File: config.mk
export PLATFORM = sky130hd
export DESIGN_NAME = lcm_cluster
export DESIGN_NICKNAME = d
export VERILOG_FILES = /design/src/core/lcm_pkg.sv /design/src/core/lcm_cell_reg.sv /design/src/core/lcm_cluster.sv
export SDC_FILE = /design/constraint.sdc
export NUM_CORES = 1
export LEC_CHECK = 0
export BUFFER_PORTS_ARGS = -buffer_cell sky130_fd_sc_hd__buf_4
export CORE_MARGIN = 2
export CORE_UTILIZATION = 45
export DETAILED_ROUTE_END_ITERATION = 10
export PLACE_DENSITY = 0.7
export SETUP_SLACK_MARGIN = 0.02
export SYNTH_ARGS = -nofsm -noshare
export SYNTH_HDL_FRONTEND = slang
export SYNTH_SLANG_ARGS = --single-unit
File: constraint.sdc
create_clock -name clk_i -period 3.9 [get_ports clk_i]
set_clock_uncertainty 0.1 [all_clocks]
set_input_delay 0.195 -clock clk_i [delete_from_list [all_inputs] [get_ports clk_i]]
set_output_delay 0.195 -clock clk_i [all_outputs]
set_load 0.01 [all_outputs]
File: src/core/lcm_pkg.sv
// Package for the logic cell cluster: register map, field layout, mode codes.
// Assumes a 32-bit classic Wishbone slave port with byte addresses.
package lcm_pkg;
  // Number of cells chained in one cluster.
  localparam int NCELL = 4;
  localparam int ADR_W = 8;
  // Register byte addresses; cell n config sits at ADR_CFG0 + 4*n.
  localparam logic [7:0] ADR_CFG0 = 8'h00;
  localparam logic [7:0] ADR_CTRL = 8'h10;
  localparam logic [7:0] ADR_STAT = 8'h14;
  // Cell config word layout.
  localparam int CFG_W = 22;
  localparam int LUT_LSB = 0;
  localparam int LUT_W = 16;
  localparam int CY_LSB = 8;
  localparam int MODE_LSB = 16;
  localparam int SELC_BIT = 18;
  localparam int CASC_LSB = 19;
  localparam int PACK_BIT = 21;
  localparam logic [CFG_W-1:0] CFG_RST = 22'h000000;
  // Mode codes; code 3 is illegal and falls back to normal.
  localparam logic [1:0] MODE_NORMAL = 2'h0;
  localparam logic [1:0] MODE_ARITH = 2'h1;
  localparam logic [1:0] MODE_COUNT = 2'h2;
  // Cascade combine codes.
  localparam logic [1:0] CASC_OFF = 2'h0;
  localparam logic [1:0] CASC_AND = 2'h1;
  localparam logic [1:0] CASC_OR = 2'h2;
  // Control word: bit 0 selects the external chain carry start.
  localparam int CTRL_W = 1;
  localparam int CSRC_BIT = 0;
  localparam logic [CTRL_W-1:0] CTRL_RST = 1'h0;
  // Status word layout.
  localparam int STAT_Q_LSB = 0;
  localparam int STAT_C_LSB = 4;
  localparam int STAT_CO_BIT = 8;
  // Adder tables used by the checks: sum in low byte, carry in high byte.
  localparam logic [15:0] LUT_ADDER = 16'hE896;
endpackage : lcm_pkg

File: src/core/lcm_cell_reg.sv
// One cell register with cluster-wide asynchronous and synchronous controls.
// Assumes all controls are synchronous to clk_i; async ones act on q_o at once.
`timescale 1ns/100ps
`default_nettype none
module lcm_cell_reg (
  input wire logic clk_i,   // Cluster clock.
  input wire logic rst_i,   // Synchronous reset, active high.
  input wire logic ena_i,   // Clock enable.
  input wire logic aclr_i,  // Asynchronous clear.
  input wire logic apre_i,  // Asynchronous preset.
  input wire logic aload_i, // Asynchronous load of ldata_i.
  input wire logic sclr_i,  // Synchronous clear.
  input wire logic sload_i, // Synchronous load of ldata_i.
  input wire logic ldata_i, // Load data.
  input wire logic d_i,     // Normal data input.
  output logic q_o          // Register value seen by the fabric.
);
  logic q_reg;
  logic q_next;
  logic force_act;
  logic force_val;

  // Async controls override the stored value without waiting for a clock,
  // built as a bypass so no flop ever loads a non-constant asynchronously.
  always_comb begin
    force_act = aclr_i | apre_i | aload_i;
    force_val = aclr_i ? 1'b0 : (apre_i ? 1'b1 : ldata_i);
    q_o = force_act ? force_val : q_reg;
  end

  // Sync clear beats sync load, both gated by the clock enable.
  always_comb begin
    q_next = q_reg;
    if (force_act) begin
      q_next = force_val;
    end else if (ena_i) begin
      if (sclr_i) begin
        q_next = 1'b0;
      end else if (sload_i) begin
        q_next = ldata_i;
      end else begin
        q_next = d_i;
      end
    end
  end

  // Storage flop.
  always_ff @(posedge clk_i) begin
    if (rst_i) begin
      q_reg <= 1'b0;
    end else begin
      q_reg <= q_next;
    end
  end
endmodule : lcm_cell_reg
`default_nettype wire

File: src/core/lcm_cluster.sv
// Cluster of chained logic cells with a classic Wishbone config port.
// Assumes cell inputs and shared controls are synchronous to clk_i.
//
// Our own choices: the placing of the registers and the Wishbone slave port.
`timescale 1ns/100ps
`default_nettype none
// Function
// - each cell runs in exactly one mode: normal, arithmetic or counter.
// - cell inputs are four data lines, own register, carry-in and cascade-in.
// - shared clock, enable, async and sync controls work in every mode.
// - normal mode evaluates one four-input table from the data lines.
// - normal mode chooses third data line or carry-in as a table input.
// - normal mode may combine table with cascade-in to drive cascade-out.
// - normal mode lets the register serve separately from the table.
// - arithmetic mode splits into a result table and a carry table.
// - arithmetic result table uses carry-in, first and second data lines.
// - arithmetic carry table uses the same inputs and drives carry-out.
// - arithmetic mode may still use the cascade chain.
// - arithmetic mode gives registered and combinational results together.
// - counter mode has enable, direction, sync clear and sync load.
module lcm_cluster (
  input wire logic clk_i,                            // Clock, 10 MHz.
  input wire logic rst_i,                            // Sync reset, high.
  input wire logic wb_cyc_i,                         // Bus cycle.
  input wire logic wb_stb_i,                         // Bus strobe.
  input wire logic wb_we_i,                          // Write enable.
  input wire logic [lcm_pkg::ADR_W-1:0] wb_adr_i,    // Byte address.
  input wire logic [3:0] wb_sel_i,                   // Byte lanes.
  input wire logic [31:0] wb_dat_i,                  // Write data.
  output logic [31:0] wb_dat_o,                      // Read data.
  output logic wb_ack_o,                             // Acknowledge.
  input wire logic [lcm_pkg::NCELL-1:0] cell_input_first_i,  // Line 1.
  input wire logic [lcm_pkg::NCELL-1:0] cell_input_second_i, // Line 2.
  input wire logic [lcm_pkg::NCELL-1:0] cell_input_third_i,  // Line 3.
  input wire logic [lcm_pkg::NCELL-1:0] cell_input_fourth_i, // Line 4.
  input wire logic carry_start_i,                    // External chain carry.
  input wire logic cascade_start_i,                  // Chain cascade-in.
  input wire logic ena_i,                            // Shared clock enable.
  input wire logic aclr_i,                           // Shared async clear.
  input wire logic apre_i,                           // Shared async preset.
  input wire logic aload_i,                          // Shared async load.
  input wire logic sclr_i,                           // Shared sync clear.
  input wire logic sload_i,                          // Shared sync load.
  output logic [lcm_pkg::NCELL-1:0] reg_q_o,         // Registered results.
  output logic [lcm_pkg::NCELL-1:0] comb_q_o,        // Combinational results.
  output logic [lcm_pkg::NCELL-1:0] casc_out_o,      // Cascade outputs.
  output logic carry_out_o                           // Last cell carry-out.
);
  localparam int N = lcm_pkg::NCELL;
  localparam int CW = lcm_pkg::CFG_W;

  logic [CW-1:0] cfg_reg [N];
  logic [lcm_pkg::CTRL_W-1:0] ctrl_reg;
  logic ack_reg;
  logic [31:0] rdat_reg;
  logic [31:0] rdat_next;
  logic req;
  logic [N:0] carry;
  logic [N:0] casc;
  logic [N-1:0] comb_w;
  logic [N-1:0] d_w;
  logic [N-1:0] q_w;
  logic [N-1:0] is_norm;
  logic [N-1:0] is_arith;
  logic [N-1:0] is_cnt;
  logic [N-1:0] lut_w;
  logic [N-1:0] res_w;
  logic [N-1:0] cy_w;
  logic [N-1:0] qr_reg;
  logic [N-1:0] cq_reg;
  logic [N-1:0] co_reg;
  logic cy_reg;

  // A request is served once: ack drops in the cycle after it was given.
  assign req = wb_cyc_i & wb_stb_i & ~ack_reg;

  // Chain starts: carry-in of cell 0 is low unless the external source is on.
  always_comb begin
    carry[0] = ctrl_reg[lcm_pkg::CSRC_BIT] ? carry_start_i : 1'b0;
    casc[0] = cascade_start_i;
  end

  // Per-cell datapath; cells link in a fixed order through carry and casc.
  for (genvar i = 0; i < N; i++) begin : g_cell
    logic [1:0] mode;
    logic [1:0] cmode;
    logic [3:0] idx4;
    logic [2:0] idx3;
    logic base;
    logic cen;
    logic up;

    // Seven inputs feed the mode-dependent routing below.
    always_comb begin
      mode = cfg_reg[i][lcm_pkg::MODE_LSB +: 2];
      cmode = cfg_reg[i][lcm_pkg::CASC_LSB +: 2];
      is_arith[i] = (mode == lcm_pkg::MODE_ARITH);
      is_cnt[i] = (mode == lcm_pkg::MODE_COUNT);
      is_norm[i] = ~is_arith[i] & ~is_cnt[i];
      // Third table input is line 3 or the carry-in.
      idx4 = {cell_input_fourth_i[i],
              cfg_reg[i][lcm_pkg::SELC_BIT] ? carry[i] : cell_input_third_i[i],
              cell_input_second_i[i], cell_input_first_i[i]};
      idx3 = {carry[i], cell_input_second_i[i], cell_input_first_i[i]};
      lut_w[i] = cfg_reg[i][lcm_pkg::LUT_LSB + 32'(idx4)];
      res_w[i] = cfg_reg[i][lcm_pkg::LUT_LSB + 32'(idx3)];
      cy_w[i] = cfg_reg[i][lcm_pkg::CY_LSB + 32'(idx3)];
      cen = cell_input_first_i[i];
      up = cell_input_second_i[i];
    end

    // Table result, cascade combine, carry-out and register input.
    always_comb begin
      base = is_arith[i] ? res_w[i] : lut_w[i];
      case (cmode)
        lcm_pkg::CASC_AND: casc[i+1] = base & casc[i];
        lcm_pkg::CASC_OR: casc[i+1] = base | casc[i];
        default: casc[i+1] = base;
      endcase
      if (is_arith[i]) begin
        carry[i+1] = cy_w[i];
        d_w[i] = casc[i+1];
        comb_w[i] = casc[i+1];
      end else if (is_cnt[i]) begin
        // Counter bit toggles when enabled and all lower bits allow it.
        carry[i+1] = cen & carry[i] & (up ? q_w[i] : ~q_w[i]);
        d_w[i] = q_w[i] ^ (cen & carry[i]);
        comb_w[i] = d_w[i];
      end else begin
        carry[i+1] = carry[i];
        // Packed use feeds line 4 straight to the register.
        d_w[i] = cfg_reg[i][lcm_pkg::PACK_BIT] ? cell_input_fourth_i[i]
                                                 : casc[i+1];
        comb_w[i] = casc[i+1];
      end
    end

    lcm_cell_reg u_reg (
      .clk_i(clk_i),
      .rst_i(rst_i),
      .ena_i(ena_i),
      .aclr_i(aclr_i),
      .apre_i(apre_i),
      .aload_i(aload_i),
      .sclr_i(sclr_i),
      .sload_i(sload_i),
      .ldata_i(cell_input_third_i[i]),
      .d_i(d_w[i]),
      .q_o(q_w[i])
    );
  end

  // Config writes honour byte lanes; they land on the edge that raises ack.
  always_ff @(posedge clk_i) begin
    if (rst_i) begin
      for (int k = 0; k < N; k++) begin
        cfg_reg[k] <= lcm_pkg::CFG_RST;
      end
      ctrl_reg <= lcm_pkg::CTRL_RST;
    end else if (req && wb_we_i) begin
      for (int k = 0; k < N; k++) begin
        if (wb_adr_i == lcm_pkg::ADR_CFG0 + 8'(4 * k)) begin
          for (int b = 0; b < 3; b++) begin
            if (wb_sel_i[b]) begin
              for (int t = 0; t < 8; t++) begin
                if (b * 8 + t < CW) begin
                  cfg_reg[k][b * 8 + t] <= wb_dat_i[b * 8 + t];
                end
              end
            end
          end
        end
      end
      if (wb_adr_i == lcm_pkg::ADR_CTRL && wb_sel_i[0]) begin
        ctrl_reg <= wb_dat_i[lcm_pkg::CTRL_W-1:0];
      end
    end
  end

  // Read mux; unmapped addresses read zero and are still acknowledged.
  always_comb begin
    rdat_next = 32'h00000000;
    for (int k = 0; k < N; k++) begin
      if (wb_adr_i == lcm_pkg::ADR_CFG0 + 8'(4 * k)) begin
        rdat_next = {{(32 - CW){1'b0}}, cfg_reg[k]};
      end
    end
    if (wb_adr_i == lcm_pkg::ADR_CTRL) begin
      rdat_next = {{(32 - lcm_pkg::CTRL_W){1'b0}}, ctrl_reg};
    end
    if (wb_adr_i == lcm_pkg::ADR_STAT) begin
      rdat_next[lcm_pkg::STAT_Q_LSB +: N] = q_w;
      rdat_next[lcm_pkg::STAT_C_LSB +: N] = comb_w;
      rdat_next[lcm_pkg::STAT_CO_BIT] = carry[N];
    end
  end

  // Bus answer: one cycle after the request is seen.
  always_ff @(posedge clk_i) begin
    if (rst_i) begin
      ack_reg <= 1'b0;
      rdat_reg <= 32'h00000000;
    end else begin
      ack_reg <= req;
      if (req) begin
        rdat_reg <= wb_we_i ? 32'h00000000 : rdat_next;
      end
    end
  end

  // Outputs are flopped copies, so each shows one cycle after the fabric.
  always_ff @(posedge clk_i) begin
    if (rst_i) begin
      qr_reg <= '0;
      cq_reg <= '0;
      co_reg <= '0;
      cy_reg <= 1'b0;
    end else begin
      qr_reg <= q_w;
      cq_reg <= comb_w;
      co_reg <= casc[N:1];
      cy_reg <= carry[N];
    end
  end

  assign wb_ack_o = ack_reg;
  assign wb_dat_o = rdat_reg;
  assign reg_q_o = qr_reg;
  assign comb_q_o = cq_reg;
  assign casc_out_o = co_reg;
  assign carry_out_o = cy_reg;

  logic quiet;
  logic async_on;
  assign quiet = ~aclr_i & ~apre_i & ~aload_i & ~sclr_i & ~sload_i;
  // A register check one cycle on is moot while an async control forces the value.
  assign async_on = aclr_i | apre_i | aload_i;
endmodule : lcm_cluster
`default_nettype wire

==> key figures, run 1 <==
Layout
  – Ant. Diodes: 0
  – Max reg flops: 88
  – Share of cells above drive strength 1: about a quarter
  – Final nets: 863
  – Fin util: 57.24%
  – Layout area overhead: 23.46%

Synthesis
  – FFs w/ async S/R, synth: 0%
  – Synth top area share: a little over a third
  – Register bit total from synthesis: between 100 and 150
  – Synth area leader: edfxtp_1
  – Main synth FF type: edfxtp_1
  – Mapped Area: between 7000 and 8000 um^2
  – Top post-synthesis cells by area: edfxtp_1, dfxtp_1, mux4_2
  – Synth warnings: 0
  – Post-synthesis sequential area ratio: 46.69%
  – Synth Instances: about 670
  – Synthesized area per cell: between 10 and 15 um^2
  – Top-count cell post-synth: and2_1
  – Post-synth top cells: and2_1, edfxtp_1, nor2_1, nand2_1, dfxtp_1
  – Post-synth EDFFs: 88
  – Distinct cells, synth: between 70 and 80

Power
  – LEAKAGE: approximately 3.5 nW
  – Switch Pwr: between 800 and 900 uW
  – Cell area power density: 411.1 nW/um^2
  – Clk pwr share: 47.1%
  – Flop pwr share: 41.2%
  – Internal: around 2.9 mW
  – Sw frac: 23.03%
  – VDD IR max: a little over 300 uV
  – Logic pwr share: a little under an eighth
  – Power Total: between 3 and 4 mW

Place
  – Hpwl dp: around 16,000 um
  – Final Wtd Congestion: roughly 0.91
  – I/O Buffers: between 90 and 100
  – Pre-CTS setup slack: 636.5 ps

Clocking
  – Clock-pin slew on the worst setup and hold paths: approximately 60 ps
  – TritonCTS clock tree: built
  – Htree depth: 4
  – Post-CTS Resized: 0
  – Post-CTS setup buffers: 0
  – Sink Count: between 100 and 150
  – CTS buffer count: 17
  – Max clock buf depth: 2
  – CTS Root Cell: clkbuf_16
  – Clk_lat worst skew: between 400 and 500 ps

Routing
  – Via Count: approximately 5,900
  – WL/cell: approximately 22 um
  – Detailed Routing Iterations Pass 1: 7
  – Via density: 5.869
  – Antenna-violating nets left: 0
  – Drt total wl: about 22,000 um
  – 1st-iter DRT viols: between 700 and 800
  – DRC violations left: 0

GRT
  – GRT Overall Usage: between 20% and 30%
  – Vias in the first global route: 5,768
  – Total congestion overflow: 0
  – Largest net degree at the start of global routing: 66
  – First-pass GRT wire length: between 30,000 and 40,000 um
  – Initial antenna violation count: 0

Min path
  – Hold Startpoint: cell_input_third_i[2]
  – WHS Path Cells: 3
  – HP Class: in2reg
  – Hold EP: g_cell[2].u_reg.q_reg

Timing
  – Min Hold Slack: between 40 and 50 ps
  – Setup violations, final: 0
  – Unrepaired setup endpoints after global routing: no
  – Max Transition Viols Final: 0
  – Min Tclk post-route: between 3000 and 4000 ps
  – Final WS setup: approximately 560 ps
  – Final Hold Violating Endpoints: 0
  – Setup TNS: 0 ps
  – Slew HR: roughly 40%
  – Worst Max-Slew Pin Slew: about 900 ps
  – Period utilization: 85.63%
  – FMAX: 299.5 MHz

Floorplanning
  – Die area: around 18,000 um^2
  – Core area: 16,000 um^2
  – DIE WIDTH: ~130 um
  – Top Ports: roughly 120
  – Die Height: roughly 130 um
  – # rows: between 40 and 50
  – Starting Density: between 40% and 50%

Worst setup path
  – Worst setup EP type: flip-flop
  – R2R Setup Slk: 560 ps
  – Worst Setup Start Kind: flip-flop
  – Crit Path Class: reg2reg
  – Terminus of the critical flop-to-flop path: g_cell[0].u_reg.q_reg
  – Crit path DAT: 3550 ps
  – Reg2Reg Launch Point: cfg_reg[0][1]
  – Worst EP required: a little over 4000 ps
  – CP Max Fanout: 4
  – Worst r2r path cells: 10

Status
  – Status: completed

Job
  – Max-Cap Viols: 0
-- cell type report --
type	instances	area [um^2]
clock buffer	24	481.7
clock inverter	8	175.2
fill	1342	6842
inverter	17	63.81
multi-input combinational	492	3704
sequential	129	3463
tap	216	270.3
timing repair buffer	125	1001
-- worst max-delay path by stage --
stage | to | slack (ps) | from | cells after the start
after floorplan | comb_q_o[3] | 1020 | cfg_reg[0][17] | 10
after CTS | wb_dat_o[7] | 600 | cfg_reg[0][17] | 10
after detailed placement | comb_q_o[3] | 640 | cfg_reg[0][17] | 10
after global routing | wb_dat_o[6] | 350 | cfg_reg[0][17] | 10
after global placement | comb_q_o[3] | 670 | cell_input_first_i[0] | 11
final | g_cell[0].u_reg.q_reg | 560 | cfg_reg[0][1] | 10
-- metrics by stage --
step | cells | cell area (um^2)
after floorplan | 680 | 7452
after global placement | 954 | 8252
after detailed placement | 954 | 8252
after CTS | 1011 | 9159
after global routing | 1011 | 9159
final | 1011 | 9159
-- power groups by stage --
stage / combinational, mW / clock [mW] / sequential, mW
after floorplan: 0.268 / 0 / 1.56
after global placement: 0.407 / 0 / 1.57
after detailed placement: 0.414 / 0 / 1.58
after CTS: 0.436 / 1.78 / 1.55
after global routing: 0.470 / 1.84 / 1.55
final: 0.439 / 1.77 / 1.55
-- worst max-delay path: stages (launching register included) --
cell and delay (ps):
edfxtp_1 410, mux4_1 580, mux4_2 470, a21o_1 260, a21oi_2 260, inv_1 120, o21ai_0 200, a21oi_1 90
nor2_1 80, nor4_1 50, dlygate4sd3_1 600
-- logic make-up after synthesis --
group,share of synthesized area [%]
DFF,46.69
xor gates and xnor gates,0.5903
AOI/OAI and AO/OA,12.95
and+or+nand+nor,19.62
other,0.05055
muxes,14.69
buffers and inverters,3.930
adders and majority gates,1.484
-- placed cells by master, fill, tap and decap left out, types with 5 or more instances in the layout --
| cell | Yosys | final |
|---|---|---|
| a21o_1 | 5 | 5 |
| buf_4 | 12 | 100 |
| a22oi_1 | 22 | 22 |
| clkbuf_16 | 0 | 17 |
| nand3_1 | 5 | 5 |
| a211oi_1 | 9 | 9 |
| mux4_2 | 32 | 32 |
| edfxtp_1 | 88 | 88 |
| nand2b_1 | 5 | 5 |
| nor2b_1 | 8 | 8 |
| dlygate4sd3_1 | 0 | 25 |
| mux2i_1 | 17 | 17 |
| inv_1 | 16 | 16 |
| nor3_1 | 22 | 22 |
| o21ai_1 | 5 | 5 |
| dfxtp_1 | 41 | 41 |
| conb_1 | 1 | 10 |
| a21oi_1 | 18 | 18 |
| nand2_1 | 44 | 44 |
| o21bai_1 | 12 | 12 |
| nor2_1 | 68 | 68 |
| bufinv_16 | 0 | 5 |
| o21ai_0 | 17 | 17 |
| and2_1 | 92 | 92 |
| a31oi_1 | 5 | 5 |
| ha_1 | 8 | 8 |
| mux2_2 | 7 | 7 |
| xnor2_1 | 5 | 5 |
-- per-layer routing --
metal | global-route usage, % | vias up | wire [um]
met5 | 0 | - | 0
met2 | 39.55 | 318 | 10220
met3 | 5.229 | 48 | 1926
li1 | - | 2697 | -
met1 | 33.99 | 2871 | 9030
met4 | 9.140 | 0 | 583
-- what timing repair did --
item	CTS	global route
hold buffers	25	0
endpoints found under the hold margin	83	0
endpoints found under the setup margin	0	0
Note: power is estimated with default switching activity, not from simulation.
==> inputs of run 2 (changes only) <==
--- a/config.mk
+++ b/config.mk
@@ -6,7 +6,6 @@
 export NUM_CORES = 1
 export LEC_CHECK = 0
 export BUFFER_PORTS_ARGS = -buffer_cell sky130_fd_sc_hd__buf_4
-export CORE_MARGIN = 2
 export CORE_UTILIZATION = 45
 export DETAILED_ROUTE_END_ITERATION = 10
 export PLACE_DENSITY = 0.7
==> run 2 against run 1 <==
Against the previous run: register-to-register slack got worse by 60 ps; routed wire length decreased by 2.0%; combinational power about the same; power decreased by 1.9%; core utilization about the same; sequential power about the same; first-iteration DRC count decreased by 13%; final cell count increased by 0.20%; design area about the same; largest power group unchanged.
==> key figures, run 2 (synthesized netlist as in run 1, its figures left out) <==
Status
  – Status: completed

Floorplanning
  – Die Height: 130.4 um (-1.5%)
  – Die area: 17,000 um^2 (-3.0%)
  – Starting Density: 46.36% (unchanged)
  – # rows: 46 (unchanged)
  – Core area: 16,000 um^2 (unchanged)
  – Top Ports: 119 (unchanged)
  – DIE WIDTH: 130.4 um (-1.5%)

Worst setup path
  – Worst EP required: 4140 ps (+30 ps)
  – Top cell by count, worst path: nand2b_1
  – Worst setup path start: cfg_reg[0][17]
  – Crit path largest cell delay: 510 ps (-90 ps)
  – R2R Setup Slk: 500 ps (-60 ps)
  – Reg2Reg Launch Point: cfg_reg[0][17]
  – Worst setup EP type: flip-flop
  – Terminus of the critical flop-to-flop path: casc_out_o[3]
  – CP Max Fanout: 7 (+3)
  – Critical path, cell by cell: nand2b_1, nand2b_1, o21a_4, nor4_1, a211oi_2, nor3_2, mux2_2, o32ai_4, o211ai_2, a21oi_1
  – Crit path DAT: 3640 ps (+90 ps)
  – Crit Path Class: reg2reg
  – Top delay family on crit path: simple AND/OR/NAND/NOR gates
  – Worst Setup Start Kind: flip-flop
  – Critical path's slowest cell: edfxtp_1
  – WP buf/inv: 0 (-2)
  – Worst r2r path cells: 10 (unchanged)

Min path
  – Hold Startpoint: apre_i
  – Hold EP: reg_q_o[2]
  – WHS Path Cells: 3 (unchanged)
  – HP Class: in2reg

Layout
  – Max reg flops: 88 (unchanged)
  – Most common cell after layout, fill and taps aside: buf_4
  – Final nets: 865 (+0.23%)
  – Area occupied by multi-input gates: 3704 um^2 (unchanged)
  – Fin util: 57.21% (about the same)
  – Share of cells above drive strength 1: 24.22% (+0.69 points)
  – FF+latch area: 3463 um^2 (unchanged)
  – Most frequent cells in the layout: buf_4, and2_1, edfxtp_1, nor2_1, nand2_1
  – Ant. Diodes: 0 (unchanged)
  – Layout area overhead: 23.39% (about the same)
  – # fillers: 1,344 (+0.15%)

Routing
  – Via density: 5.826 (-0.74%)
  – Detailed Routing Iterations Pass 1: 6 (-1)
  – 1st-iter DRT viols: 617 (-13%)
  – WL/cell: 21.05 um (-2.2%)
  – Antenna-violating nets left: 0 (unchanged)
  – Via Count: 5,902 (-0.54%)
  – Drt total wl: 21,320 um (-2.0%)
  – DRC violations left: 0 (unchanged)

GRT
  – Vias in the first global route: 5,667 (-1.8%)
  – GRT Overall Usage: 26.32% (+1.4 points)
  – Largest net degree at the start of global routing: 66 (unchanged)
  – First-pass GRT wire length: 32,020 um (-2.6%)
  – Initial antenna violation count: 0 (unchanged)
  – Total congestion overflow: 0 (unchanged)

Power
  – VDD IR max: 327.2 uV (+5.0%)
  – Sw frac: 23.83% (+0.79 points)
  – Cell area power density: 403.4 nW/um^2 (-1.9%)
  – Flop pwr share: 42.0% (+0.8 points)
  – Clk pwr share: 46.1% (-1.0 points)
  – Internal: 2.813 mW (-2.9%)
  – LEAKAGE: 3.535 nW (about the same)
  – Logic pwr share: 12.0% (+0.3 points)
  – Switch Pwr: 879.8 uW (+1.5%)

Timing
  – Period utilization: 87.27% (+1.6 points)
  – Slew HR: 42.35% (+2.2 points)
  – Final Hold Violating Endpoints: 0 (unchanged)
  – Min Tclk post-route: 3403 ps (+64.02 ps)
  – Setup TNS: 0 ps (unchanged)
  – Setup violations, final: 0 (unchanged)
  – FMAX: 293.8 MHz (-1.9%)
  – Unrepaired setup endpoints after global routing: no
  – Worst Max-Slew Pin Slew: 862.9 ps (-32.32 ps)
  – Max Transition Viols Final: 0 (unchanged)

Place
  – Final Wtd Congestion: 0.8907 (-2.6%)
  – Hpwl dp: 16,110 um (-0.96%)
  – I/O Buffers: 97 (unchanged)

Clocking
  – Clk_lat worst skew: 430 ps (about the same)
  – CTS Root Cell: clkbuf_16
  – Sink Count: 129 (unchanged)
  – TritonCTS clock tree: built
  – Htree depth: 4 (unchanged)
  – CTS buffer count: 17 (unchanged)
  – Max clock buf depth: 2 (unchanged)
  – Clock-pin slew on the worst setup and hold paths: 60 ps (about the same)
  – Post-CTS Resized: 0 (unchanged)

Job
  – Max-Cap Viols: 0 (unchanged)
==> run 2: worst max path at each step <==
| stage | to | slack (ps) | cells after the start |
|---|---|---|---|
| after floorplan | comb_q_o[3] | 1020 | 10 |
| after global routing | casc_out_o[3] | 300 | 10 |
| final | casc_out_o[3] | 500 | 10 |
| after detailed placement | casc_out_o[3] | 620 | 10 |
| after global placement | casc_out_o[3] | 660 | 10 |
| after CTS | casc_out_o[3] | 560 | 10 |
==> run 2: metrics by stage <==
step | hold WS [ps] | cell area, um^2 | setup slack, ps | power [mW] | cells
CTS | 37.24 | 9154 | 555.9 | 3.696 | 1013
finish | 46.49 | 9154 | 496.5 | 3.693 | 1013
global route | 58.88 | 9154 | 298.1 | 3.800 | 1013
floorplan | 242.2 | 7452 | 1022 | 1.829 | 680
detailed placement | 359.4 | 8267 | 616.8 | 1.991 | 956
global placement | 349.1 | 8267 | 656.7 | 1.981 | 956
==> run 2: metal layers <==
| layer | share of wire (%) | track usage [%] | vias to the layer above |
|---|---|---|---|
| met5 | 0 | 0 | - |
| li1 | - | - | 2693 |
| met4 | 2.9 | 10.34 | 0 |
| met1 | 43 | 35.33 | 2874 |
| met3 | 7.8 | 6.107 | 43 |
| met2 | 46 | 41.46 | 292 |
==> run 2: area by class of cell <==
class                      count  share of cell area (%)
clock inverter                13                   2.009
inverter                      17                  0.6971
tap                          216                   2.952
sequential                   129                   37.83
clock buffer                  19                   4.948
timing repair buffer         127                   11.10
multi-input combinational    492                   40.46
==> run 2: what timing repair did <==
action | in CTS | in global routing
setup buffers | 0 | 0
endpoints found under the hold margin | 89 | 0
hold buffers | 25 | 0
==> run 2: power by group through the flow <==
stage / clock (mW) / sequential (mW) / combinational [mW]
4_1_cts: 1.71 / 1.55 / 0.437
5_1_grt: 1.77 / 1.55 / 0.473
2_1_floorplan: 0 / 1.56 / 0.268
6_report: 1.70 / 1.55 / 0.442
3_3_place_gp: 0 / 1.57 / 0.408
3_5_place_dp: 0 / 1.58 / 0.415
==> run 2: worst reg2reg max path, delay by kind of cell, from the launching register on <==
kind | cells | cell delay, ps
flops | 1 | 510
mux | 1 | 420
simple gates | 4 | 1230
compound gates | 5 | 1060
